===== src/rtl/irqu_pkg.sv =====
// Purpose: Constants and types for the interrupt mask and flag unit
// Assumes: APB with 32-bit data, byte address is four times the index
// Notes: Only the low byte of each word is used
package irqu_pkg;
  localparam int unsigned NSRC = 9;
  localparam int unsigned VEC_W = 4;
  localparam int unsigned AW = 12;
  // Register indices
  localparam logic [9:0] IDX_CTRL = 10'h035;
  localparam logic [9:0] IDX_TFLAG = 10'h038;
  localparam logic [9:0] IDX_TMASK = 10'h039;
  localparam logic [9:0] IDX_PFLAG = 10'h03A;
  localparam logic [9:0] IDX_PMASK = 10'h03B;
  localparam logic [9:0] IDX_STAT = 10'h03F;
  // Implemented bits of each register
  localparam logic [7:0] TMR_BITS = 8'hFD;
  localparam logic [7:0] PIN_BITS = 8'hC0;
  localparam logic [7:0] CTRL_BITS = 8'h0F;
  localparam int unsigned PIN1_BIT = 7;
  localparam int unsigned PIN0_BIT = 6;
  localparam int unsigned GIE_BIT = 7;
  localparam int unsigned T2M_BIT = 7;
  localparam int unsigned T2W_BIT = 6;
  localparam int unsigned T1C_BIT = 5;
  localparam int unsigned T1A_BIT = 4;
  localparam int unsigned T1B_BIT = 3;
  localparam int unsigned T1W_BIT = 2;
  localparam int unsigned T0W_BIT = 0;
  localparam int unsigned SENSE0_LSB = 0;
  localparam int unsigned SENSE1_LSB = 2;
  localparam logic [7:0] RST_BYTE = 8'h00;
  localparam logic [VEC_W-1:0] VEC_BASE = 4'h1;
  localparam logic [7:0] T2_ZERO = 8'h00;
  localparam logic [15:0] T1_ZERO = 16'h0000;
  typedef enum logic [1:0] {
    SENSE_LOW = 2'b00,
    SENSE_RSV = 2'b01,
    SENSE_FALL = 2'b10,
    SENSE_RISE = 2'b11
  } irqu_sense_e;
  typedef struct packed {
    logic t2_match;
    logic t2_wrap;
    logic t1_capture;
    logic t1_match_a;
    logic t1_match_b;
    logic t1_wrap;
    logic t0_wrap;
  } irqu_tmr_evt_s;
  typedef struct packed {
    logic psel;
    logic penable;
    logic pwrite;
    logic [AW-1:0] paddr;
    logic [31:0] pwdata;
  } irqu_apb_req_s;
endpackage


===== src/rtl/irqu_top.sv =====
// Purpose: Pin and timer interrupt enables, sticky flags and vectoring
// Assumes: Timer events and counts come from logic on clk_sys
// Notes: Function
// Function
// - Pin 0 request forwarded only with its enable and global enable set
// - Pin 0 sensed by two-bit field; works while pin drives output
// - Accepted pin 0 request gives vector 0x001
// - Reserved bits of all mask and flag registers read zero
// - Pin 1 event sets pin 1 flag bit 7; vector 0x002
// - Pin 0 event sets pin 0 flag bit 6; vector 0x001
// - Pin flags clear on vector entry or on writing one
// - Timer 2 match sets flag bit 7; vector 0x003
// - Timer 2 overflow sets flag bit 6; vector 0x004
// - Timer 1 capture sets flag bit 5; vector 0x005
// - Timer 1 match A sets flag bit 4; vector 0x006
// - Timer 1 match B sets flag bit 3; vector 0x007
// - Timer 1 overflow sets flag bit 2; vector 0x008
// - Timer 0 overflow sets flag bit 0; vector 0x009
// - Timer flags clear on vector entry or on writing one
// - PWM mode: timer 2 overflow flag sets when count leaves 0x00
// - PWM mode: timer 1 overflow flag sets when count leaves 0x0000
// - Capture flag sets with the copy of timer 1 count
// - Entry clears global enable; return from interrupt sets it
// - Flags stay pending while disabled, then served by priority
// - Low-level sense keeps no flag, requests while pin is low
`timescale 1ns/10ps
module irqu_top
  import irqu_pkg::*;
(
  // Clock and reset
  input wire logic clk_sys,
  input wire logic rst_n,
  // APB slave
  input wire logic psel,
  input wire logic penable,
  input wire logic pwrite,
  input wire logic [irqu_pkg::AW-1:0] paddr,
  input wire logic [31:0] pwdata,
  output logic [31:0] prdata,
  output logic pready,
  output logic pslverr,
  // External pins
  input wire logic ext_pin0_irq,
  input wire logic ext_pin1_irq,
  // Timer units
  input wire irqu_pkg::irqu_tmr_evt_s tmr_evt,
  input wire logic t2_pwm_mode,
  input wire logic [7:0] t2_count,
  input wire logic t1_pwm_mode,
  input wire logic [15:0] t1_count,
  output logic [15:0] t1_capture_value,
  // CPU core
  output logic irq_req,
  output logic [irqu_pkg::VEC_W-1:0] irq_vector,
  input wire logic cpu_ack,
  input wire logic return_from_irq,
  output logic gie
);
  import irqu_pkg::*;

  irqu_apb_req_s req;
  logic [7:0] tflag_q, tflag_d, tmask_q, pflag_q, pflag_d, pmask_q;
  logic [7:0] ctrl_q, rd_byte;
  logic gie_q;
  logic [1:0] pin_s1_q, pin_s2_q, pin_s3_q;
  logic [1:0] edge_hit, level_req;
  irqu_sense_e mode0, mode1;
  logic [7:0] t2_cnt_q;
  logic [15:0] t1_cnt_q, cap_q;
  logic [7:0] tset, wclr_t, wclr_p, aclr_t, aclr_p;
  logic [NSRC-1:0] pend, en, act, ack_clr;
  logic [VEC_W-1:0] sel_idx, vec_q;
  logic hit, req_q, ack_ok;
  logic [31:0] prdata_q;
  logic wr_acc, mapped;
  logic [9:0] idx;

  assign req = '{psel, penable, pwrite, paddr, pwdata};
  assign idx = req.paddr[AW-1:2];
  assign wr_acc = req.psel & req.penable & req.pwrite;
  assign mapped = (idx == IDX_CTRL) | (idx == IDX_TFLAG) |
                  (idx == IDX_TMASK) | (idx == IDX_PFLAG) |
                  (idx == IDX_PMASK) | (idx == IDX_STAT);

  // APB answer: one wait-free access phase
  assign pready = req.psel & req.penable;
  assign pslverr = req.psel & req.penable & ~mapped;
  assign prdata = prdata_q;

  always_comb begin
    rd_byte = RST_BYTE;
    case (idx)
      IDX_CTRL: rd_byte = ctrl_q & CTRL_BITS;
      IDX_TFLAG: rd_byte = tflag_q & TMR_BITS;
      IDX_TMASK: rd_byte = tmask_q & TMR_BITS;
      IDX_PFLAG: rd_byte = pflag_q & PIN_BITS;
      IDX_PMASK: rd_byte = pmask_q & PIN_BITS;
      IDX_STAT: rd_byte = {gie_q, 7'h00};
      default: rd_byte = RST_BYTE;
    endcase
  end

  // Read data captured in the setup cycle
  always_ff @(posedge clk_sys or negedge rst_n) begin
    if (!rst_n) begin
      prdata_q <= 32'h0000_0000;
    end else if (req.psel & ~req.penable) begin
      prdata_q <= {24'h00_0000, rd_byte};
    end
  end

  // Enable and sense control registers
  always_ff @(posedge clk_sys or negedge rst_n) begin
    if (!rst_n) begin
      tmask_q <= RST_BYTE;
      pmask_q <= RST_BYTE;
      ctrl_q <= RST_BYTE;
    end else if (wr_acc) begin
      if (idx == IDX_TMASK) begin
        tmask_q <= req.pwdata[7:0] & TMR_BITS;
      end
      if (idx == IDX_PMASK) begin
        pmask_q <= req.pwdata[7:0] & PIN_BITS;
      end
      if (idx == IDX_CTRL) begin
        ctrl_q <= req.pwdata[7:0] & CTRL_BITS;
      end
    end
  end

  // Global enable: software write, then entry and return override
  always_ff @(posedge clk_sys or negedge rst_n) begin
    if (!rst_n) begin
      gie_q <= 1'b0;
    end else if (ack_ok) begin
      gie_q <= 1'b0;
    end else if (return_from_irq) begin
      gie_q <= 1'b1;
    end else if (wr_acc && idx == IDX_STAT) begin
      gie_q <= req.pwdata[GIE_BIT];
    end
  end
  assign gie = gie_q;

  // Pin synchronisers plus one stage for edge history
  always_ff @(posedge clk_sys or negedge rst_n) begin
    if (!rst_n) begin
      pin_s1_q <= 2'b11;
      pin_s2_q <= 2'b11;
      pin_s3_q <= 2'b11;
    end else begin
      pin_s1_q <= {ext_pin1_irq, ext_pin0_irq};
      pin_s2_q <= pin_s1_q;
      pin_s3_q <= pin_s2_q;
    end
  end

  assign mode0 = irqu_sense_e'(ctrl_q[SENSE0_LSB+:2]);
  assign mode1 = irqu_sense_e'(ctrl_q[SENSE1_LSB+:2]);

  // Pin level seen whatever the pin direction
  always_comb begin
    edge_hit = 2'b00;
    level_req = 2'b00;
    case (mode0)
      SENSE_LOW: level_req[0] = ~pin_s2_q[0];
      SENSE_FALL: edge_hit[0] = pin_s3_q[0] & ~pin_s2_q[0];
      SENSE_RISE: edge_hit[0] = ~pin_s3_q[0] & pin_s2_q[0];
      default: edge_hit[0] = 1'b0;
    endcase
    case (mode1)
      SENSE_LOW: level_req[1] = ~pin_s2_q[1];
      SENSE_FALL: edge_hit[1] = pin_s3_q[1] & ~pin_s2_q[1];
      SENSE_RISE: edge_hit[1] = ~pin_s3_q[1] & pin_s2_q[1];
      default: edge_hit[1] = 1'b0;
    endcase
  end

  // Count history for PWM-mode overflow
  always_ff @(posedge clk_sys or negedge rst_n) begin
    if (!rst_n) begin
      t2_cnt_q <= T2_ZERO;
      t1_cnt_q <= T1_ZERO;
    end else begin
      t2_cnt_q <= t2_count;
      t1_cnt_q <= t1_count;
    end
  end

  // Capture copy taken with the flag
  always_ff @(posedge clk_sys or negedge rst_n) begin
    if (!rst_n) begin
      cap_q <= T1_ZERO;
    end else if (tmr_evt.t1_capture) begin
      cap_q <= t1_count;
    end
  end
  assign t1_capture_value = cap_q;

  // Timer flag set terms
  always_comb begin
    tset = RST_BYTE;
    tset[T2M_BIT] = tmr_evt.t2_match;
    tset[T2W_BIT] = t2_pwm_mode ?
        (t2_cnt_q == T2_ZERO && t2_count != T2_ZERO) :
        tmr_evt.t2_wrap;
    tset[T1C_BIT] = tmr_evt.t1_capture;
    tset[T1A_BIT] = tmr_evt.t1_match_a;
    tset[T1B_BIT] = tmr_evt.t1_match_b;
    tset[T1W_BIT] = t1_pwm_mode ?
        (t1_cnt_q == T1_ZERO && t1_count != T1_ZERO) :
        tmr_evt.t1_wrap;
    tset[T0W_BIT] = tmr_evt.t0_wrap;
  end

  // Source order: index i has vector i + 1
  assign pend = {tflag_q[T0W_BIT], tflag_q[T1W_BIT], tflag_q[T1B_BIT],
                 tflag_q[T1A_BIT], tflag_q[T1C_BIT], tflag_q[T2W_BIT],
                 tflag_q[T2M_BIT], pflag_q[PIN1_BIT] | level_req[1],
                 pflag_q[PIN0_BIT] | level_req[0]};
  assign en = {tmask_q[T0W_BIT], tmask_q[T1W_BIT], tmask_q[T1B_BIT],
               tmask_q[T1A_BIT], tmask_q[T1C_BIT], tmask_q[T2W_BIT],
               tmask_q[T2M_BIT], pmask_q[PIN1_BIT], pmask_q[PIN0_BIT]};
  assign act = pend & en & {NSRC{gie_q}};

  // Lowest index found last wins
  always_comb begin
    sel_idx = '0;
    hit = 1'b0;
    for (int i = NSRC - 1; i >= 0; i--) begin
      if (act[i]) begin
        sel_idx = 4'(i);
        hit = 1'b1;
      end
    end
  end

  // Registered request and vector towards the core
  always_ff @(posedge clk_sys or negedge rst_n) begin
    if (!rst_n) begin
      req_q <= 1'b0;
      vec_q <= '0;
    end else begin
      req_q <= hit & ~ack_ok;
      vec_q <= sel_idx + VEC_BASE;
    end
  end
  assign irq_req = req_q;
  assign irq_vector = vec_q;
  assign ack_ok = cpu_ack & req_q;
  assign ack_clr = ack_ok ? (9'h001 << (vec_q - VEC_BASE)) : 9'h000;

  // Clear terms from software and from vector entry
  assign wclr_t = (wr_acc && idx == IDX_TFLAG) ? req.pwdata[7:0] : 8'h00;
  assign wclr_p = (wr_acc && idx == IDX_PFLAG) ? req.pwdata[7:0] : 8'h00;
  always_comb begin
    aclr_t = 8'h00;
    aclr_p = 8'h00;
    aclr_p[PIN0_BIT] = ack_clr[0];
    aclr_p[PIN1_BIT] = ack_clr[1];
    aclr_t[T2M_BIT] = ack_clr[2];
    aclr_t[T2W_BIT] = ack_clr[3];
    aclr_t[T1C_BIT] = ack_clr[4];
    aclr_t[T1A_BIT] = ack_clr[5];
    aclr_t[T1B_BIT] = ack_clr[6];
    aclr_t[T1W_BIT] = ack_clr[7];
    aclr_t[T0W_BIT] = ack_clr[8];
  end

  // Set beats clear in the same cycle
  assign tflag_d = ((tflag_q & ~wclr_t & ~aclr_t) | tset) & TMR_BITS;
  assign pflag_d = ((pflag_q & ~wclr_p & ~aclr_p) |
                    {edge_hit, 6'h00}) & PIN_BITS;

  always_ff @(posedge clk_sys or negedge rst_n) begin
    if (!rst_n) begin
      tflag_q <= RST_BYTE;
      pflag_q <= RST_BYTE;
    end else begin
      tflag_q <= tflag_d;
      pflag_q <= pflag_d;
    end
  end
endmodule


===== config.mk =====
export PLATFORM = sky130hd
export DESIGN_NAME = irqu_top
export DESIGN_NICKNAME = d
export VERILOG_FILES = /design/src/rtl/irqu_pkg.sv /design/src/rtl/irqu_top.sv
export SDC_FILE = /design/constraint.sdc
export NUM_CORES = 1
export LEC_CHECK = 0
export ABC_AREA = 1
export ABC_CLOCK_PERIOD_IN_PS = 2300
export BUFFER_PORTS_ARGS = -buffer_cell sky130_fd_sc_hd__buf_2
export CAP_MARGIN = 10
export CORE_MARGIN = 2
export CORE_UTILIZATION = 30
export CTS_BUF_LIST = sky130_fd_sc_hd__clkbuf_16
export DETAILED_ROUTE_END_ITERATION = 16
export SLEW_MARGIN = 20
export SYNTH_ARGS = -nofsm -noshare
export SYNTH_HDL_FRONTEND = slang
export SYNTH_SLANG_ARGS = --single-unit

===== constraint.sdc =====
create_clock -name clk_sys -period 2.3 [get_ports clk_sys]
set_input_delay 0.575 -clock clk_sys [delete_from_list [all_inputs] [get_ports clk_sys]]
set_output_delay 0.575 -clock clk_sys [all_outputs]
set_load 0.01 [all_outputs]

==> summary.txt <==
Routing
  – Iteration-0 DRC Markers: 160
  – DRT antenna net count: 0
  – Number of remaining DRC errors: 0
  – DR vias/cell: 4.464
  – DRT Pass-1 Iters: 4
  – WL final: 9372 um
  – Via count: 3241
  – Drt wl/cell: 12.91 um

CTS
  – Maximum buffer depth of the clock tree: 2
  – CTS tree: built
  – H-Tree Level Count: 3
  – Hold buffers post-CTS: 0
  – Root Driver: clkbuf_16
  – Clk sink count: 82
  – Clk_lat worst skew: 0.34 ns
  – Clock buffer count from CTS: 9
  – Post_cts resized: 0
  – Post-CTS Setup Inserts: 0
  – CTS clk-pin slew, worst paths: 0.07 ns

Power and ir drop
  – PwrDens: 682.1 nW/um2
  – Maximum VDD drop: 0.3378 mV
  – Pwr Total: 3.214 mW
  – Leakage: 2.512 nW

Global routing
  – First-pass GRT wire length: 15730 um
  – Antenna violations before repair: 0
  – GRT overflow: 0
  – Vias in the first global route: 3251
  – Total Routing Usage GR: 14.84%
  – Largest net degree at the start of global routing: 36

Yosys
  – Cell Area, Synth: 3827 um2
  – Syn Area/Cell: 8.505 um2
  – Post-synth EDFFs: 0
  – Synth Register Bits: 82
  – Count of cell types in the netlist: 36
  – Top_reg_cell synth: dfrtp_1
  – Yosys warnings: 0
  – Syn Inst Count: 450
  – Fraction of registers with async set/reset: 100.0%
  – Seq/Total Area, Yosys: 53.81%

Final layout
  – # fillers: 1321
  – Nets@finish: 638
  – Share of layout cells above drive strength 1: 24.73%
  – Layout area overhead: 23.11%
  – Ant diodes: 0

Floorplanning
  – Die X: 117.0 um
  – CORE AREA: 12520 um2
  – Starting Density: 30.58%
  – Die footprint: 13680 um2
  – DIE HEIGHT: 117.0 um
  – FP Rows: 41
  – Ports: 142

STA
  – Final worst slack: 0.2014 ns
  – Setup TNS: 0 ns
  – Tmin final: 2.099 ns
  – Worst Tran Pin Value: 0.5375 ns
  – RSZ-0062 raised after global routing: false
  – Layout Skew: 0.005176 ns
  – Final setup viols: 0
  – Pins Over Slew Limit: 0
  – Worst slew margin: 63.95%
  – Max frequency: 476.5 MHz
  – Final hold vios: 0
  – Period utilization: 91.24%

Placement
  – Final HPWL DP: 7414 um
  – I/O Buffers: 91
  – Routability cong.: 0.8509
  – Worst slack, placed: 0.1984 ns

Critical path
  – Crit Path Category: in2out
  – Crit path buf inv count: 3
  – Critical-path cell list: buf_2, nand2_1, inv_1, nand2_1, nor2_2, nand2_2, nand4_1, nor2_1, buf_2
  – Worst setup SP type: input pin
  – CP Capture Type: output pin
  – Crit-path leading delay family: simple AND/OR/NAND/NOR gates
  – CP arrival: 1.52 ns
  – Required @ worst endpoint: 1.73 ns
  – Crit path max-delay cell type: nand4_1
  – Crit Path Max Fanout: 4
  – Critical path's largest stage delay: 0.17 ns

Run
  – Max cap viols: 0

Run status
  – Status: complete, no violations

Min path
  – Hold Path Class: in2async
==> worst paths after layout <==
path / slack [ns] / from / endpoint / cells after the start
worst max-delay path: 0.20 / paddr[7] / pslverr / 9
worst min-delay path: 0.16 / rst_n / t1_capture_value[1]$_DFFE_PN0P_ / 1
worst max register to register: 0.47 / gie$_DFFE_PN0P_ / irq_vector[2]$_DFF_PN0_ / 12
max in group asynchronous: 1.55 / rst_n / t1_capture_value[13]$_DFFE_PN0P_ / 2
min in group clk_sys: 0.33 / ext_pin0_irq / pin_s1_q[0]$_DFF_PN1_ / 1
worst min register to register: 0.36 / pin_s1_q[1]$_DFF_PN1_ / pin_s2_q[1]$_DFF_PN1_ / 0
==> metal layers <==
metal  wire (um)  global-route usage [%]
met1        4093                   18.46
met5           0                       0
met3         803                   4.840
met2        4328                   24.82
met4         146                   4.314
==> flip-flops by register name, summed over array words and instances (netlist names) <==
name / cells
t1_cnt_q: 16
pin_s3_q: 2
tmask_q: 7
t2_cnt_q: 8
prdata: 8
pflag_q: 2
pin_s2_q: 2
tflag_q: 7
irq_req: 1
ctrl_q: 4
gie: 1
t1_capture_value: 16
pin_s1_q: 2
pmask_q: 2
irq_vector: 4
==> stage by stage <==
step | hold WS (ns) | cells | util [%] | area (um2)
after floorplan | 0.2794 | 473 | - | 3914
after global placement | 0.3478 | 710 | 35.28 | 4415
after detailed placement | 0.3479 | 710 | 35.28 | 4415
after CTS | 0.1649 | 726 | 37.64 | 4712
after global routing | 0.1713 | 726 | 37.64 | 4712
final | 0.1611 | 726 | 37.64 | 4712
==> final cells by class <==
class / instances / area [um2] / share of cell area [%]
Clock buffer: 9 / 225.2 / 4.780
Multi-Input combinational cell: 321 / 1481 / 31.44
Inverter: 39 / 151.4 / 3.213
Clock inverter: 7 / 71.32 / 1.514
Tap cell: 172 / 215.2 / 4.567
Timing Repair Buffer: 96 / 508.0 / 10.78
Sequential cell: 82 / 2059 / 43.71
==> cell usage in the layout, fill, tap and decap left out, types with 5 or more instances in the layout <==
master     instances
buf_4              5
o21ai_2            5
dfrtp_1           76
nand3_1           35
clkbuf_16          9
conb_1            24
o21ai_0           15
nand4_1           17
a21oi_1            5
inv_1             32
buf_2             90
nor2_1            40
o21bai_1           5
nor3_1             5
dfstp_2            6
nand2_1          143
==> worst reg2reg max path, cell delays in order, from the launching register on <==
cell	delay, ns
dfrtp_1	0.56
nand3_1	0.18
inv_1	0.08
o21ai_0	0.07
nand2_1	0.07
nand2_1	0.05
nand2_1	0.05
nand2_1	0.07
nand2_1	0.11
inv_1	0.05
ha_1	0.20
or2_1	0.23
nand2_1	0.05
==> synth_stat cells (2+ instances only) <==
library cell	n	area share, %
a21oi_1	5	0.65
buf_2	3	0.39
buf_4	25	4.9
clkbuf_1	2	0.20
clkinv_1	2	0.20
dfrtp_1	76	50
dfstp_2	6	4.1
ha_1	3	0.98
inv_1	32	3.1
inv_2	4	0.39
nand2_1	143	14
nand2_2	2	0.33
nand3_1	35	4.6
nand3b_1	3	0.59
nand4_1	17	2.8
nor2_1	40	3.9
nor2_2	3	0.49
nor2_4	2	0.59
nor3_1	5	0.65
nor4_1	4	0.65
o21ai_0	15	2.0
o21ai_2	5	1.1
o21bai_1	5	0.98
==> where the power goes <==
group | total, mW | switching [mW] | internal, mW
Combinational | 0.269 | 0.174 | 0.0947
Clock | 1.41 | 0.649 | 0.764
Sequential | 1.53 | 0.0306 | 1.50
==> cells by family after synthesis <==
logic type	share of synthesized area (%)
compound gates	5.819
xor+xnor	0.2289
fa+ha+maj	0.9808
buf+inv	9.742
flops	53.81
other cells	0.09798
simple gates	29.32
(Power assumes the default switching activity.)
